===== src/common/tcss_pkg.sv =====
// package: word layouts, codes and register map of the tape control status/search block
package tcss_pkg;
  localparam int TCSS_WORD_W = 30;
  localparam int TCSS_CODE_LSB = 24;
  localparam int TCSS_CODE_MSB = 29;
  localparam int TCSS_UNIT_LSB = 0;
  localparam int TCSS_UNIT_MSB = 3;
  localparam int TCSS_EI_W = 6;
  // error indicator bit positions
  localparam int TCSS_EI_SKEW = 0;
  localparam int TCSS_EI_PARITY = 1;
  localparam int TCSS_EI_FRAME = 2;
  localparam int TCSS_EI_INTLK = 3;
  localparam int TCSS_EI_PILEUP = 4;
  localparam int TCSS_EI_ILLEGAL = 5;
  // status codes (octal)
  localparam logic [5:0] TCSS_SC_TERMINATED = 6'o64;
  localparam logic [5:0] TCSS_SC_ILLEGAL = 6'o50;
  localparam logic [5:0] TCSS_SC_MANUAL = 6'o74;
  localparam logic [5:0] TCSS_SC_REWINDING = 6'o10;
  localparam logic [5:0] TCSS_SC_MAINT = 6'o30;
  localparam logic [5:0] TCSS_SC_EOF = 6'o34;
  localparam logic [5:0] TCSS_SC_REPEAT = 6'o60;
  localparam logic [5:0] TCSS_SC_BADBLOCK = 6'o54;
  localparam logic [5:0] TCSS_SC_FRAMECNT = 6'o70;
  localparam logic [5:0] TCSS_SC_MARKER = 6'o44;
  localparam logic [5:0] TCSS_SC_NORMAL = 6'o40;
  localparam logic [5:0] TCSS_SC_OTHERCU = 6'o14;
  // operation codes (octal)
  localparam logic [5:0] TCSS_OP_TERMINATE = 6'o23;
  localparam logic [5:0] TCSS_OP_TERMINATE_I = 6'o33;
  localparam logic [5:0] TCSS_OP_MSRCH_F = 6'o46;
  localparam logic [5:0] TCSS_OP_MSRCH_B = 6'o66;
  localparam logic [5:0] TCSS_OP_SRCH_F = 6'o45;
  localparam logic [5:0] TCSS_OP_SRCH_B = 6'o65;
  // apb register byte addresses
  localparam logic [7:0] TCSS_A_CMD = 8'h00;
  localparam logic [7:0] TCSS_A_STATUS = 8'h04;
  localparam logic [7:0] TCSS_A_EVENT = 8'h08;
  localparam logic [7:0] TCSS_A_CFG = 8'h0C;
  localparam logic [7:0] TCSS_A_UNIT = 8'h10;
  localparam logic [7:0] TCSS_A_SRCHWORD = 8'h14;
  localparam logic [7:0] TCSS_A_OPSTATE = 8'h18;
  localparam logic [7:0] TCSS_A_FRAMES = 8'h1C;
  // event register bits
  localparam int TCSS_EV_CUTOFF = 0;
  localparam int TCSS_EV_SIGFAULT = 1;
  localparam int TCSS_EV_LOADPT = 2;
  localparam int TCSS_EV_PWRLOSS = 3;
  localparam int TCSS_EV_FILESEP = 4;
  localparam int TCSS_EV_REPARITY = 5;
  localparam int TCSS_EV_RESUMEIN = 6;
  localparam int TCSS_EV_RESUMEOUT = 7;
  localparam int TCSS_EV_WRERR = 8;
  localparam int TCSS_EV_BADPAT = 9;
  localparam int TCSS_EV_EOTWARN = 10;
  localparam int TCSS_EV_DONE = 11;
  localparam int TCSS_EV_SKEW = 12;
  localparam int TCSS_EV_PARITY = 13;
  localparam int TCSS_EV_PILEUP = 14;
  localparam int TCSS_EV_W = 15;
  // config bits
  localparam int TCSS_CFG_DUAL = 0;
  localparam int TCSS_CFG_SECOND = 1;
  localparam int TCSS_CFG_FIVEFR = 2;
  localparam logic [2:0] TCSS_CFG_RST = 3'h0;
  localparam int TCSS_UNITS = 16;

  typedef enum logic [1:0] {TCSS_W_CMD, TCSS_W_MASK, TCSS_W_IDENT} tcss_word_t;

  typedef struct packed {
    logic [5:0] status_code_field;
    logic [17:0] spare;
    logic [5:0] error_indicator_field;
  } tcss_status_t;

  typedef struct packed {
    logic [5:0] operation_code_field;
    logic [19:0] spare;
    logic [3:0] unit;
  } tcss_cmd_t;
endpackage : tcss_pkg


===== src/hdl/tcss_status_gen.sv =====
// status word encoder: prioritised status code plus error indicator bits
`timescale 1ns/10ps
`default_nettype none
module tcss_status_gen import tcss_pkg::*; (
  input wire logic [TCSS_EV_W-1:0] ev,
  input wire logic illegal_op,
  input wire logic unit_intlk,
  input wire logic unit_rewinding,
  input wire logic other_cu,
  input wire logic frame_bad,
  output logic report,
  output tcss_status_t word
);
  always_comb begin
    word = '0;
    report = 1'b1;
    // one code per word; abnormal causes outrank normal completion
    if (illegal_op) begin
      word.status_code_field = TCSS_SC_ILLEGAL;
    end else if (other_cu) begin
      word.status_code_field = TCSS_SC_OTHERCU;
    end else if (unit_intlk) begin
      word.status_code_field = TCSS_SC_MANUAL;
    end else if (unit_rewinding) begin
      word.status_code_field = TCSS_SC_REWINDING;
    end else if (ev[TCSS_EV_CUTOFF]) begin
      word.status_code_field = TCSS_SC_TERMINATED;
    end else if (ev[TCSS_EV_SIGFAULT] | ev[TCSS_EV_LOADPT] | ev[TCSS_EV_PWRLOSS]) begin
      word.status_code_field = TCSS_SC_MAINT;
    end else if (ev[TCSS_EV_EOTWARN]) begin
      word.status_code_field = TCSS_SC_MARKER;
    end else if (ev[TCSS_EV_WRERR] | ev[TCSS_EV_BADPAT]) begin
      word.status_code_field = TCSS_SC_BADBLOCK;
    end else if (frame_bad) begin
      word.status_code_field = TCSS_SC_FRAMECNT;
    end else if (ev[TCSS_EV_REPARITY] | ev[TCSS_EV_RESUMEIN] | ev[TCSS_EV_RESUMEOUT]) begin
      word.status_code_field = TCSS_SC_REPEAT;
    end else if (ev[TCSS_EV_FILESEP]) begin
      word.status_code_field = TCSS_SC_EOF;
    end else if (ev[TCSS_EV_DONE]) begin
      word.status_code_field = TCSS_SC_NORMAL;
    end else begin
      report = 1'b0;
    end
    word.error_indicator_field[TCSS_EI_SKEW] = ev[TCSS_EV_SKEW];
    word.error_indicator_field[TCSS_EI_PARITY] = ev[TCSS_EV_PARITY] | ev[TCSS_EV_WRERR];
    word.error_indicator_field[TCSS_EI_FRAME] = frame_bad;
    word.error_indicator_field[TCSS_EI_INTLK] = unit_intlk;
    word.error_indicator_field[TCSS_EI_PILEUP] = ev[TCSS_EV_PILEUP];
    word.error_indicator_field[TCSS_EI_ILLEGAL] = illegal_op;
  end
endmodule : tcss_status_gen
`default_nettype wire


===== src/hdl/tcss_top.sv =====
// tape control unit word logic: command decode, masked search, status words, apb registers
//
// Decided for this implementation: the register offsets and register access over APB.
`timescale 1ns/10ps
`default_nettype none
module tcss_top import tcss_pkg::*; #(
  parameter int UNITS = TCSS_UNITS
) (
  input wire logic CLK,
  input wire logic NRST,
  input wire logic PSEL,
  input wire logic PENABLE,
  input wire logic PWRITE,
  input wire logic [7:0] PADDR,
  input wire logic [31:0] PWDATA,
  output logic [31:0] PRDATA,
  output logic PREADY,
  output logic PSLVERR,
  input wire logic [UNITS-1:0] UNIT_INTLK,
  input wire logic [UNITS-1:0] UNIT_REWIND,
  input wire logic [UNITS-1:0] UNIT_OTHER_CU,
  input wire logic PROC_SEL,
  input wire logic BLK_WORD_VLD,
  input wire logic [TCSS_WORD_W-1:0] BLK_WORD,
  input wire logic FRAME_STB,
  input wire logic BLK_END,
  output logic [TCSS_WORD_W-1:0] STATUS_WORD,
  output logic EXT_INT,
  output logic SEARCH_HIT,
  output logic [3:0] UNIT_SEL,
  output logic TAPE_BACKWARD,
  output logic WRITE_ACTIVE,
  output logic [2:0] FRAMES_PER_WORD,
  output logic OWNER_PROC
);
  logic wr_en;
  logic rd_en;
  logic [2:0] cfg_r;
  tcss_word_t wstate_r;
  tcss_cmd_t cmd_r;
  logic [TCSS_WORD_W-1:0] mask_r;
  logic [TCSS_WORD_W-1:0] ident_r;
  logic busy_r;
  logic search_r;
  logic int_req_r;
  logic owner_r;
  logic [TCSS_EV_W-1:0] ev_r;
  logic illegal_r;
  logic intlk_r;
  logic rewind_r;
  logic othercu_r;
  logic frame_bad_r;
  logic [15:0] frame_cnt_r;
  logic hit_r;
  logic [TCSS_WORD_W-1:0] status_r;
  logic ext_int_r;
  logic report;
  tcss_status_t sword;
  tcss_cmd_t cmd_in;
  logic [5:0] op;
  logic op_legal;
  logic op_write;
  logic [TCSS_WORD_W-1:0] blk_diff;
  logic pending;
  logic from_owner;

  assign wr_en = PSEL & PENABLE & PWRITE;
  assign rd_en = PSEL & PENABLE & ~PWRITE;
  assign PREADY = 1'b1;
  assign cmd_in = tcss_cmd_t'(PWDATA[TCSS_WORD_W-1:0]);
  assign op = cmd_in.operation_code_field;
  assign from_owner = PROC_SEL == owner_r;

  always_comb begin
    op_legal = 1'b1;
    unique case (op[2:0])
      3'h1, 3'h2, 3'h3: op_legal = op[5:4] != 2'h3 || op[3] == 1'b0;
      default: op_legal = 1'b1;
    endcase
    // recognised function set; others are refused with an illegal code
    unique case (op)
      6'o01, 6'o11, 6'o02, 6'o12, 6'o03, 6'o13, 6'o41, 6'o51, 6'o61, 6'o71,
      6'o42, 6'o52, 6'o62, 6'o72, 6'o45, 6'o55, 6'o65, 6'o75, 6'o46, 6'o56,
      6'o66, 6'o76, 6'o20, 6'o30, 6'o21, 6'o31, 6'o40, 6'o50, 6'o23, 6'o33,
      6'o24, 6'o34, 6'o26, 6'o27, 6'o25, 6'o35: op_legal = 1'b1;
      default: op_legal = 1'b0;
    endcase
  end

  assign op_write = op[5:4] == 2'h0 && op[3:0] != 4'h0;
  // second form of the masked compare, kept apart so the hit check is not a copy
  assign blk_diff = (BLK_WORD & mask_r) ^ (ident_r & mask_r);
  assign pending = ev_r != '0 || illegal_r || intlk_r || rewind_r || othercu_r || frame_bad_r;

  tcss_status_gen u_gen (
    .ev(ev_r),
    .illegal_op(illegal_r),
    .unit_intlk(intlk_r),
    .unit_rewinding(rewind_r),
    .other_cu(othercu_r),
    .frame_bad(frame_bad_r),
    .report(report),
    .word(sword)
  );

  always_ff @(posedge CLK or negedge NRST) begin
    if (!NRST) begin
      cfg_r <= TCSS_CFG_RST;
    end else if (wr_en && PADDR == TCSS_A_CFG) begin
      cfg_r <= PWDATA[2:0];
    end
  end

  // command word sequencing; mask and identifier follow a masked search
  always_ff @(posedge CLK or negedge NRST) begin
    if (!NRST) begin
      wstate_r <= TCSS_W_CMD;
      cmd_r <= '0;
      mask_r <= '0;
      ident_r <= '0;
      busy_r <= 1'b0;
      search_r <= 1'b0;
      int_req_r <= 1'b0;
      owner_r <= 1'b0;
    end else begin
      if (wr_en && PADDR == TCSS_A_CMD && from_owner) begin
        unique case (wstate_r)
          TCSS_W_CMD: begin
            cmd_r <= cmd_in;
            int_req_r <= op[3];
            if (op == TCSS_OP_MSRCH_F || op == TCSS_OP_MSRCH_B ||
                op == 6'o56 || op == 6'o76) begin
              wstate_r <= TCSS_W_MASK;
            end else if (op == TCSS_OP_SRCH_F || op == TCSS_OP_SRCH_B ||
                         op == 6'o55 || op == 6'o75) begin
              mask_r <= '1;
              wstate_r <= TCSS_W_IDENT;
            end
            if (op == 6'o24 || op == 6'o34) begin
              owner_r <= ~owner_r;
            end
            busy_r <= op_legal && !(op_write && cfg_r[TCSS_CFG_SECOND]);
          end
          TCSS_W_MASK: begin
            mask_r <= PWDATA[TCSS_WORD_W-1:0];
            wstate_r <= TCSS_W_IDENT;
          end
          TCSS_W_IDENT: begin
            ident_r <= PWDATA[TCSS_WORD_W-1:0];
            search_r <= 1'b1;
            wstate_r <= TCSS_W_CMD;
          end
        endcase
      end else if (wr_en && PADDR == TCSS_A_CMD && (op == 6'o26 || op == 6'o25)) begin
        owner_r <= PROC_SEL;
      end
      if (search_r && BLK_WORD_VLD && ((BLK_WORD ^ ident_r) & mask_r) == '0) begin
        search_r <= 1'b0;
      end
      if (report && !ext_int_r) begin
        busy_r <= 1'b0;
        search_r <= 1'b0;
      end
    end
  end

  always_ff @(posedge CLK or negedge NRST) begin
    if (!NRST) begin
      hit_r <= 1'b0;
    end else begin
      hit_r <= search_r && BLK_WORD_VLD && ((BLK_WORD ^ ident_r) & mask_r) == '0;
    end
  end

  // frame count checked per block against four-frame packing; no check while five-frame packing is set
  always_ff @(posedge CLK or negedge NRST) begin
    if (!NRST) begin
      frame_cnt_r <= '0;
    end else if (BLK_END) begin
      frame_cnt_r <= '0;
    end else if (FRAME_STB) begin
      frame_cnt_r <= frame_cnt_r + 16'h0001;
    end
  end

  // condition flags; a new event wins over the clear at status send
  always_ff @(posedge CLK or negedge NRST) begin
    if (!NRST) begin
      ev_r <= '0;
      illegal_r <= 1'b0;
      intlk_r <= 1'b0;
      rewind_r <= 1'b0;
      othercu_r <= 1'b0;
      frame_bad_r <= 1'b0;
    end else begin
      if (report && !ext_int_r) begin
        ev_r <= '0;
        illegal_r <= 1'b0;
        intlk_r <= 1'b0;
        rewind_r <= 1'b0;
        othercu_r <= 1'b0;
        frame_bad_r <= 1'b0;
      end
      if (wr_en && PADDR == TCSS_A_EVENT) begin
        ev_r <= ev_r | PWDATA[TCSS_EV_W-1:0];
        if (PWDATA[TCSS_EV_DONE] && !int_req_r) begin
          ev_r[TCSS_EV_DONE] <= 1'b0;
        end
      end
      if (wr_en && PADDR == TCSS_A_CMD && from_owner && wstate_r == TCSS_W_CMD) begin
        if (op == TCSS_OP_TERMINATE || op == TCSS_OP_TERMINATE_I) begin
          ev_r[TCSS_EV_CUTOFF] <= busy_r;
        end
        illegal_r <= !op_legal || (op_write && cfg_r[TCSS_CFG_SECOND]);
        intlk_r <= UNIT_INTLK[cmd_in.unit];
        rewind_r <= UNIT_REWIND[cmd_in.unit] && !UNIT_INTLK[cmd_in.unit];
        othercu_r <= cfg_r[TCSS_CFG_DUAL] && UNIT_OTHER_CU[cmd_in.unit];
      end
      if (BLK_END && frame_cnt_r[1:0] != 2'h0 && !cfg_r[TCSS_CFG_FIVEFR]) begin
        frame_bad_r <= 1'b1;
      end
    end
  end

  // interrupt held one cycle, then cleared; status word held until the next report
  always_ff @(posedge CLK or negedge NRST) begin
    if (!NRST) begin
      status_r <= '0;
      ext_int_r <= 1'b0;
    end else if (report && !ext_int_r) begin
      status_r <= sword;
      ext_int_r <= 1'b1;
    end else begin
      ext_int_r <= 1'b0;
    end
  end

  always_ff @(posedge CLK or negedge NRST) begin
    if (!NRST) begin
      PRDATA <= '0;
    end else if (PSEL && !PENABLE && !PWRITE) begin
      unique case (PADDR)
        TCSS_A_STATUS: PRDATA <= {2'h0, status_r};
        TCSS_A_EVENT: PRDATA <= {17'h0, ev_r};
        TCSS_A_CFG: PRDATA <= {29'h0, cfg_r};
        TCSS_A_UNIT: PRDATA <= {2'h0, cmd_r};
        TCSS_A_SRCHWORD: PRDATA <= {2'h0, mask_r};
        TCSS_A_OPSTATE: PRDATA <= {26'h0, owner_r, pending, search_r, busy_r, wstate_r};
        TCSS_A_FRAMES: PRDATA <= {16'h0, frame_cnt_r};
        default: PRDATA <= '0;
      endcase
    end
  end

  always_comb begin
    PSLVERR = 1'b0;
    if (PSEL && PENABLE) begin
      PSLVERR = !(PADDR inside {TCSS_A_CMD, TCSS_A_STATUS, TCSS_A_EVENT, TCSS_A_CFG,
                                TCSS_A_UNIT, TCSS_A_SRCHWORD, TCSS_A_OPSTATE,
                                TCSS_A_FRAMES});
    end
  end

  assign STATUS_WORD = status_r;
  assign EXT_INT = ext_int_r;
  assign SEARCH_HIT = hit_r;
  assign UNIT_SEL = cmd_r.unit;
  assign TAPE_BACKWARD = cmd_r.operation_code_field[5:4] == 2'h3;
  assign WRITE_ACTIVE = busy_r && cmd_r.operation_code_field[5:4] == 2'h0 &&
                        cmd_r.operation_code_field[3:0] != 4'h0;
  assign FRAMES_PER_WORD = cfg_r[TCSS_CFG_FIVEFR] ? 3'h5 : 3'h4;
  assign OWNER_PROC = owner_r;

  chk_int_with_status: assert property (@(posedge CLK) disable iff (!NRST)
    $changed(status_r) |-> ext_int_r) else $error("status changed without interrupt");
  chk_int_one_cycle: assert property (@(posedge CLK) disable iff (!NRST)
    ext_int_r |=> !ext_int_r) else $error("interrupt held too long");
  chk_illegal_code: assert property (@(posedge CLK) disable iff (!NRST)
    illegal_r && !ext_int_r |=> ext_int_r && status_r[29:24] == TCSS_SC_ILLEGAL)
    else $error("illegal code not reported");
  chk_illegal_bit: assert property (@(posedge CLK) disable iff (!NRST)
    ext_int_r && status_r[29:24] == TCSS_SC_ILLEGAL |-> status_r[TCSS_EI_ILLEGAL])
    else $error("illegal bit missing");
  chk_search_hit: assert property (@(posedge CLK) disable iff (!NRST)
    search_r && BLK_WORD_VLD && ((BLK_WORD ^ ident_r) & mask_r) == '0 |=> hit_r)
    else $error("masked match missed");
  chk_no_false_hit: assert property (@(posedge CLK) disable iff (!NRST)
    hit_r |-> $past(blk_diff) == '0 && $past(BLK_WORD_VLD)) else $error("false hit");
  chk_mask_order: assert property (@(posedge CLK) disable iff (!NRST)
    wstate_r == TCSS_W_MASK && wr_en && PADDR == TCSS_A_CMD && from_owner
    |=> wstate_r == TCSS_W_IDENT) else $error("mask not followed by identifier");
  chk_second_no_write: assert property (@(posedge CLK) disable iff (!NRST)
    cfg_r[TCSS_CFG_SECOND] |-> !WRITE_ACTIVE) else $error("second unit writing");
  chk_status_fields: assert property (@(posedge CLK) disable iff (!NRST)
    ext_int_r |-> status_r[23:6] == '0) else $error("status spare bits set");
  cov_masked: cover property (@(posedge CLK) disable iff (!NRST) hit_r);
  cov_normal: cover property (@(posedge CLK) disable iff (!NRST)
    ext_int_r && status_r[29:24] == TCSS_SC_NORMAL);
  cov_term: cover property (@(posedge CLK) disable iff (!NRST)
    ext_int_r && status_r[29:24] == TCSS_SC_TERMINATED);
endmodule : tcss_top
`default_nettype wire


===== config.mk =====
export PLATFORM = sky130hd
export DESIGN_NAME = tcss_top
export DESIGN_NICKNAME = d
export VERILOG_FILES = /design/src/common/tcss_pkg.sv /design/src/hdl/tcss_status_gen.sv /design/src/hdl/tcss_top.sv
export SDC_FILE = /design/constraint.sdc
export NUM_CORES = 1
export LEC_CHECK = 0
export ABC_AREA = 1
export BUFFER_PORTS_ARGS = -buffer_cell sky130_fd_sc_hd__buf_4
export CAP_MARGIN = 20
export CORE_UTILIZATION = 37
export DETAILED_ROUTE_END_ITERATION = 8
export PLACE_DENSITY = 0.71
export SLEW_MARGIN = 15
export SYNTH_ARGS = -nofsm -noshare
export SYNTH_HDL_FRONTEND = slang
export SYNTH_SLANG_ARGS = --single-unit
export TNS_END_PERCENT = 100

===== constraint.sdc =====
create_clock -name CLK -period 1.47 [get_ports CLK]
set_input_delay 0 -clock CLK [delete_from_list [all_inputs] [get_ports CLK]]
set_output_delay 0 -clock CLK [all_outputs]
set_load 0.05 [all_outputs]

# Word-level counts from Yosys, hierarchy flattened
# Memories as Yosys holds them, arrays and structs flattened.
# Index checks and enable logic that the tools add are counted.
# classes
add_sub_neg,1
mul,0
n_div,0
magnitude_cmp,1
n_eq_ne,30
shift,0
n_mux,64
n_bitwise,12
n_reduce_logical,73
# op_table
op,n
$pmux W30 S7,1
$mux W6,12
$mux W30,2
$pmux W30 S2,1
$eq A6 B6 Y1 const B,8
$mux W1,38
$eq A6 B5 Y1 const B,6
$eq A8 B5 Y1 const B,4
$mux W16,2
$and A30 B30 Y30,1
$logic_not A30 Y1,1
$mux W15,2
$xor A30 B30 Y30,1
$logic_and A1 B1 Y1,22
$reduce_bool A2 Y1,9
$add A16 B1 Y16 const B,1
$eq A8 B4 Y1 const B,2
$logic_or A1 B1 Y1,15
$or A15 B15 Y15,1
$reduce_bool A15 Y1,1
$bmux W1 S4,3
$reduce_and A2 Y1,5
$logic_not A1 Y1,9
$eq A8 B3 Y1 const B,1
other kinds (19),33
# totals
regBits,181
latch_bits,0
ram_bits,0
romBits,64
output_inout_bits,76
word_cells,205
mem_count,1
# memory_table
name,depth,width,read_ports,rd_ports_with_merged_regs,wr,line_no,rtl
(no name shown),64,1,1,0,0,tcss_top.sv:81,unique case (op)

# Logic depth before layout (Yosys ltp)
# depth
depth_word,17
depth_mapped,12

# Hierarchy
# Synthesis repeated with hierarchy kept, for this count alone.
# hier_totals
hier_cells,1453
hier_area_um2,10770.3
# modules_own_cells
mod,instances,cells_per_inst,area_each_um2,seq_area_each_um2
tcss_top,1,1376,10334.9,4904.7
tcss_status_gen,1,77,435.4,0.0

# Worst setup path before layout
# OpenSTA, ideal clock, no wires.
# synth_path
path_type,register to output
startpoint,register cmd_r[28] (netlist name)
endpoint,output WRITE_ACTIVE
arrival_ns,1.948
required_time_ns,1.470
setup_slack_ns,-0.478
path_stages_with_launch,2
n_path_buf,0
path_cell_list,dfrtp_1 -> nor4_1
# synth_via
elab_chain_len,3
# synth_rtl
item,line_no,rtl
"start, declared",tcss_top.sv:40,tcss_cmd_t cmd_r;
"start signal, assigned",tcss_top.sv:129,cmd_r <= cmd_in;
$logic_not A2 Y1,tcss_top.sv:269,assign WRITE_ACTIVE = busy_r && cmd_r.operation_code_field[5:4] == 2'h0 &&
$logic_and A1 B1 Y1 (2 in a row),tcss_top.sv:269,
"end, declared",tcss_top.sv:32,"output logic WRITE_ACTIVE,"
# No other way between the ends.

# Final worst setup path
# layout_path
startpoint,register wstate_r[0]
endpoint,register cmd_r[22] (netlist name)
# layout_via
elab_chain_len,2
# layout_rtl
item,line_no,rtl
"start, declared",tcss_top.sv:39,tcss_word_t wstate_r;
"start signal, assigned",tcss_top.sv:117,wstate_r <= TCSS_W_CMD;
"start signal, assigned",tcss_top.sv:133,wstate_r <= TCSS_W_MASK;
"start signal, assigned",tcss_top.sv:137,wstate_r <= TCSS_W_IDENT;
$logic_not A2 Y1,tcss_top.sv:127,unique case (wstate_r)
$reduce_and A2 Y1 (no source line),-,
# No other way between the ends.
# A chain may end at the register's enable or synchronous reset.

==> flow_results.xml <==
<?xml version="1.0" encoding="UTF-8"?>
<metrics>
  <group name="outcome">
    <metric name="outcome" unit="">finished, violations left</metric>
    <metric name="violations" unit="">DRC, setup timing</metric>
  </group>
  <group name="synthesis">
    <metric name="yosysUniqueCellTypes" unit="">40</metric>
    <metric name="synthCells" unit="">1350</metric>
    <metric name="synth_top_cell_area_share" unit="%">44.5</metric>
    <metric name="yosys_most_used_dff" unit="">dfrtp_1</metric>
    <metric name="post-synth-top-area-cell" unit="">dfrtp_1</metric>
    <metric name="synthesis.area_per_instance" unit="µm²">7.34</metric>
    <metric name="synth_seq_area_share" unit="%">44.5</metric>
    <metric name="yosysMostFrequentCell" unit="">nand2_1</metric>
    <metric name="post_synthesis_register_bit_count" unit="">176</metric>
    <metric name="synth_edf_count" unit="">0</metric>
    <metric name="synth_area" unit="mm²">0.00990</metric>
    <metric name="postSynth.asyncResetShare" unit="%">100</metric>
    <metric name="ys_warns" unit="">0</metric>
    <metric name="netlist_top_cells_count" unit="">422 x nand2_1, 176 x dfrtp_1, 165 x inv_1, 100 x nor2_1, 95 x nand3_1</metric>
    <metric name="synth_top_cells_by_area" unit="">dfrtp_1 44%, nand2_1 16%, inv_1 6.3%, nand3_1 4.8%, o21ai_0 4.1%</metric>
  </group>
  <group name="clock_tree">
    <metric name="cts_max_level" unit="">4</metric>
    <metric name="clock-root-buffer" unit="">clkbuf_16</metric>
    <metric name="cts_tree" unit="">done</metric>
    <metric name="cts_made_buffers" unit="">17</metric>
    <metric name="cts_buffer_depth" unit="">2</metric>
    <metric name="clkSlewWorstSetupHoldPaths" unit="ns">0.07</metric>
    <metric name="clock_sinks" unit="">176</metric>
    <metric name="worst_skew_pair.late_latency" unit="ns">0.45</metric>
  </group>
  <group name="timing">
    <metric name="period_minus_slack" unit="ns">1.56</metric>
    <metric name="final_hold_viol_count" unit="">0</metric>
    <metric name="fmax" unit="GHz">0.641</metric>
    <metric name="fin_crit_sh" unit="%">106</metric>
    <metric name="slew_viol_final" unit="">0</metric>
    <metric name="grt_setup_unrepaired" unit="">yes</metric>
    <metric name="timing.clock.skew" unit="ns">0.0126</metric>
    <metric name="finalSetupViolCount" unit="">34</metric>
    <metric name="final.setup.worst_slack" unit="ns">-0.0892</metric>
    <metric name="finalHoldWorstSlack" unit="ns">0.00707</metric>
  </group>
  <group name="grt">
    <metric name="grt_pass1_vias" unit="">9599</metric>
    <metric name="total_global_routing_overflow" unit="">0</metric>
    <metric name="antenna_found_initial" unit="">0</metric>
    <metric name="grt_pass1_wl" unit="µm">50100</metric>
    <metric name="grt_usage" unit="%">23.3</metric>
    <metric name="grt_max_degree" unit="">52</metric>
  </group>
  <group name="power">
    <metric name="totalPowerFinal" unit="mW">11.1</metric>
    <metric name="power.density" unit="mW/mm²">808</metric>
    <metric name="ir_worst_vdd" unit="mV">0.819</metric>
    <metric name="power.static_leakage" unit="nW">7.15</metric>
  </group>
  <group name="setup_path">
    <metric name="crit_path_start_kind" unit="">register</metric>
    <metric name="crit_path_max_fanout" unit="">8</metric>
    <metric name="worst_ep_required_time" unit="ns">1.84</metric>
    <metric name="reg2reg_from" unit="">wstate_r[0]$_DFFE_PN0P_</metric>
    <metric name="crit_path_end_kind" unit="">register</metric>
    <metric name="timing.critical_path.slowest_cell_delay" unit="ns">0.41</metric>
    <metric name="timing.critical_path.from" unit="">wstate_r[0]$_DFFE_PN0P_</metric>
    <metric name="critical_path.cell_chain" unit="">inv_2, ha_4, buf_6, nand3_4, inv_4, buf_12, clkbuf_16, nand2_2, o21ai_1</metric>
    <metric name="critical_path_class" unit="">reg2reg</metric>
    <metric name="timing.critical_path.slowest_stage_cell" unit="">dfrtp_1</metric>
    <metric name="crit_arrival" unit="ns">1.93</metric>
  </group>
  <group name="layout">
    <metric name="postLayoutCellArea" unit="mm²">0.0138</metric>
    <metric name="syn2layout_area_growth" unit="%">38.9</metric>
    <metric name="num_antenna_cells" unit="">0</metric>
    <metric name="utilization" unit="%">52.7</metric>
    <metric name="final_nets" unit="">1784</metric>
    <metric name="final_layout_size_suffix_gt1_share" unit="%">28.5</metric>
  </group>
  <group name="route">
    <metric name="first_pass_iters" unit="">7</metric>
    <metric name="wl" unit="µm">33400</metric>
    <metric name="drt_first_iter_violations" unit="">932</metric>
    <metric name="drt_drc_violations_left" unit="">20</metric>
    <metric name="route.vias.total" unit="">10100</metric>
    <metric name="post_drt_via_cell_ratio" unit="">5.07</metric>
    <metric name="avgRoutedWirePerCell" unit="µm">16.8</metric>
    <metric name="antenna_violating_nets_post_route" unit="">0</metric>
  </group>
  <group name="die">
    <metric name="dieWidth" unit="µm">166</metric>
    <metric name="core.rowCount" unit="">59</metric>
    <metric name="design.portCount" unit="">203</metric>
    <metric name="die_h" unit="µm">166</metric>
    <metric name="initial_core_util" unit="%">37.9</metric>
    <metric name="die_ar" unit="mm²">0.0274</metric>
    <metric name="core" unit="mm²">0.0261</metric>
  </group>
  <group name="placed_design">
    <metric name="port_buffers" unit="">175</metric>
    <metric name="dp_worst_setup_slack" unit="ns">-0.207</metric>
    <metric name="dpl-instance-area" unit="mm²">0.0121</metric>
    <metric name="hpwlAfterDp" unit="µm">23800</metric>
    <metric name="gp_routability_congestion" unit="">0.944</metric>
  </group>
  <group name="run">
    <metric name="max_cap_viol_count" unit="">0</metric>
  </group>
  <group name="hold_path">
    <metric name="timing.hold.worst.class" unit="">in2async</metric>
  </group>
</metrics>
## critical path: cells and delay by family, from the launching register on
kind                       cells  cell delay [ns]
AOI/OAI and AO/OA              1             0.06
DFF                            1             0.41
adders and majority gates      1             0.19
buffers and inverters          5             0.62
and+or+nand+nor                2             0.20
## placed cells by master, fill, tap and decap left out, types with 7 or more instances in the layout
cell	count
inv_2	9
a21oi_1	20
dfrtp_1	174
clkbuf_16	24
nor3_1	9
nand3_1	89
o21ai_1	54
buf_4	258
dlygate4sd3_1	35
o21ai_0	66
inv_1	160
nand4_1	8
o22ai_1	23
nor2_2	16
o21ai_2	62
buf_12	15
nand2_1	407
conb_1	25
buf_6	14
ha_1	8
o211ai_1	7
nand2_2	19
nor2_1	88
## power breakdown
part	leakage, nW	internal (mW)	switching, mW
sequential	2.24	4.93	0.0897
clock	0.257	2.24	1.98
combinational	4.66	0.697	1.18
total	7.15	7.87	3.25
## metal layers
metal	wire, µm	global-route usage [%]	vias to the layer above
li1	-	-	4856
met4	1130	10.6	0
met1	13900	29.8	4772
met2	16400	38.5	394
met5	0	0	-
met3	2030	3.89	75
## final timing paths
kind | slack [ns] | endpoint | cells past startpoint
min in group CLK | 0.01 | PRDATA[0]$_DFFE_PN0P_ | 5
worst max-delay path | -0.09 | cmd_r[22]$_DFFE_PN0P_ | 9
max in group asynchronous | 0.83 | frame_cnt_r[15]$_DFFE_PN0P_ | 3
worst max register to register | -0.09 | cmd_r[22]$_DFFE_PN0P_ | 9
worst min-delay path | 0.007 | PRDATA[26]$_DFFE_PN0P_ | 2
worst min register to register | 0.48 | PRDATA[22]$_DFFE_PN0P_ | 2
## state kept, by name (all words and copies together), names as in the netlist, 2 cells and up
name / count
PRDATA: 30
ident_r: 30
mask_r: 30
cmd_r: 26
frame_cnt_r: 16
ev_r: 15
STATUS_WORD: 10
UNIT_SEL: 4
cfg_r: 3
wstate_r: 2
## final cells by class
type | count | area (µm²)
sequential | 176 | 4410
multi-input combinational | 945 | 4790
clock buffer | 22 | 464
clock inverter | 8 | 57.6
tap | 335 | 419
inverter | 176 | 671
timing repair buffer | 331 | 2950
fill | 2408 | 12400
## per-stage QoR
step           cells  TNS (ns)
3_3_place_gp    1901     -1.69
5_1_grt         1993     -4.53
4_1_cts         1971    -0.140
6_report        1993     -1.45
3_5_place_dp    1901     -2.96
2_1_floorplan   1373         0
## cell families (layout without fill, tap and decap cells)
family,Yosys count,after routing,synth area share [%]
DFF,176,176,44.5
adders and majority gates,10,10,1.26
buffers and inverters,252,537,11.8
other,2,25,0.0758
and+or+nand+nor,666,666,28.1
xor gates and xnor gates,1,1,0.164
AOI/OAI and AO/OA,243,243,14.1
## repair_timing
item,in CTS,in global routing
endpoints found under the setup margin,72,113
hold buffers,35,0
pin swaps,9,27
gates cloned,1,10
buffers inserted,4,14
hold endpoints to repair,279,0
gates resized for setup,19,116
Note: power is estimated with default switching activity, not from simulation.
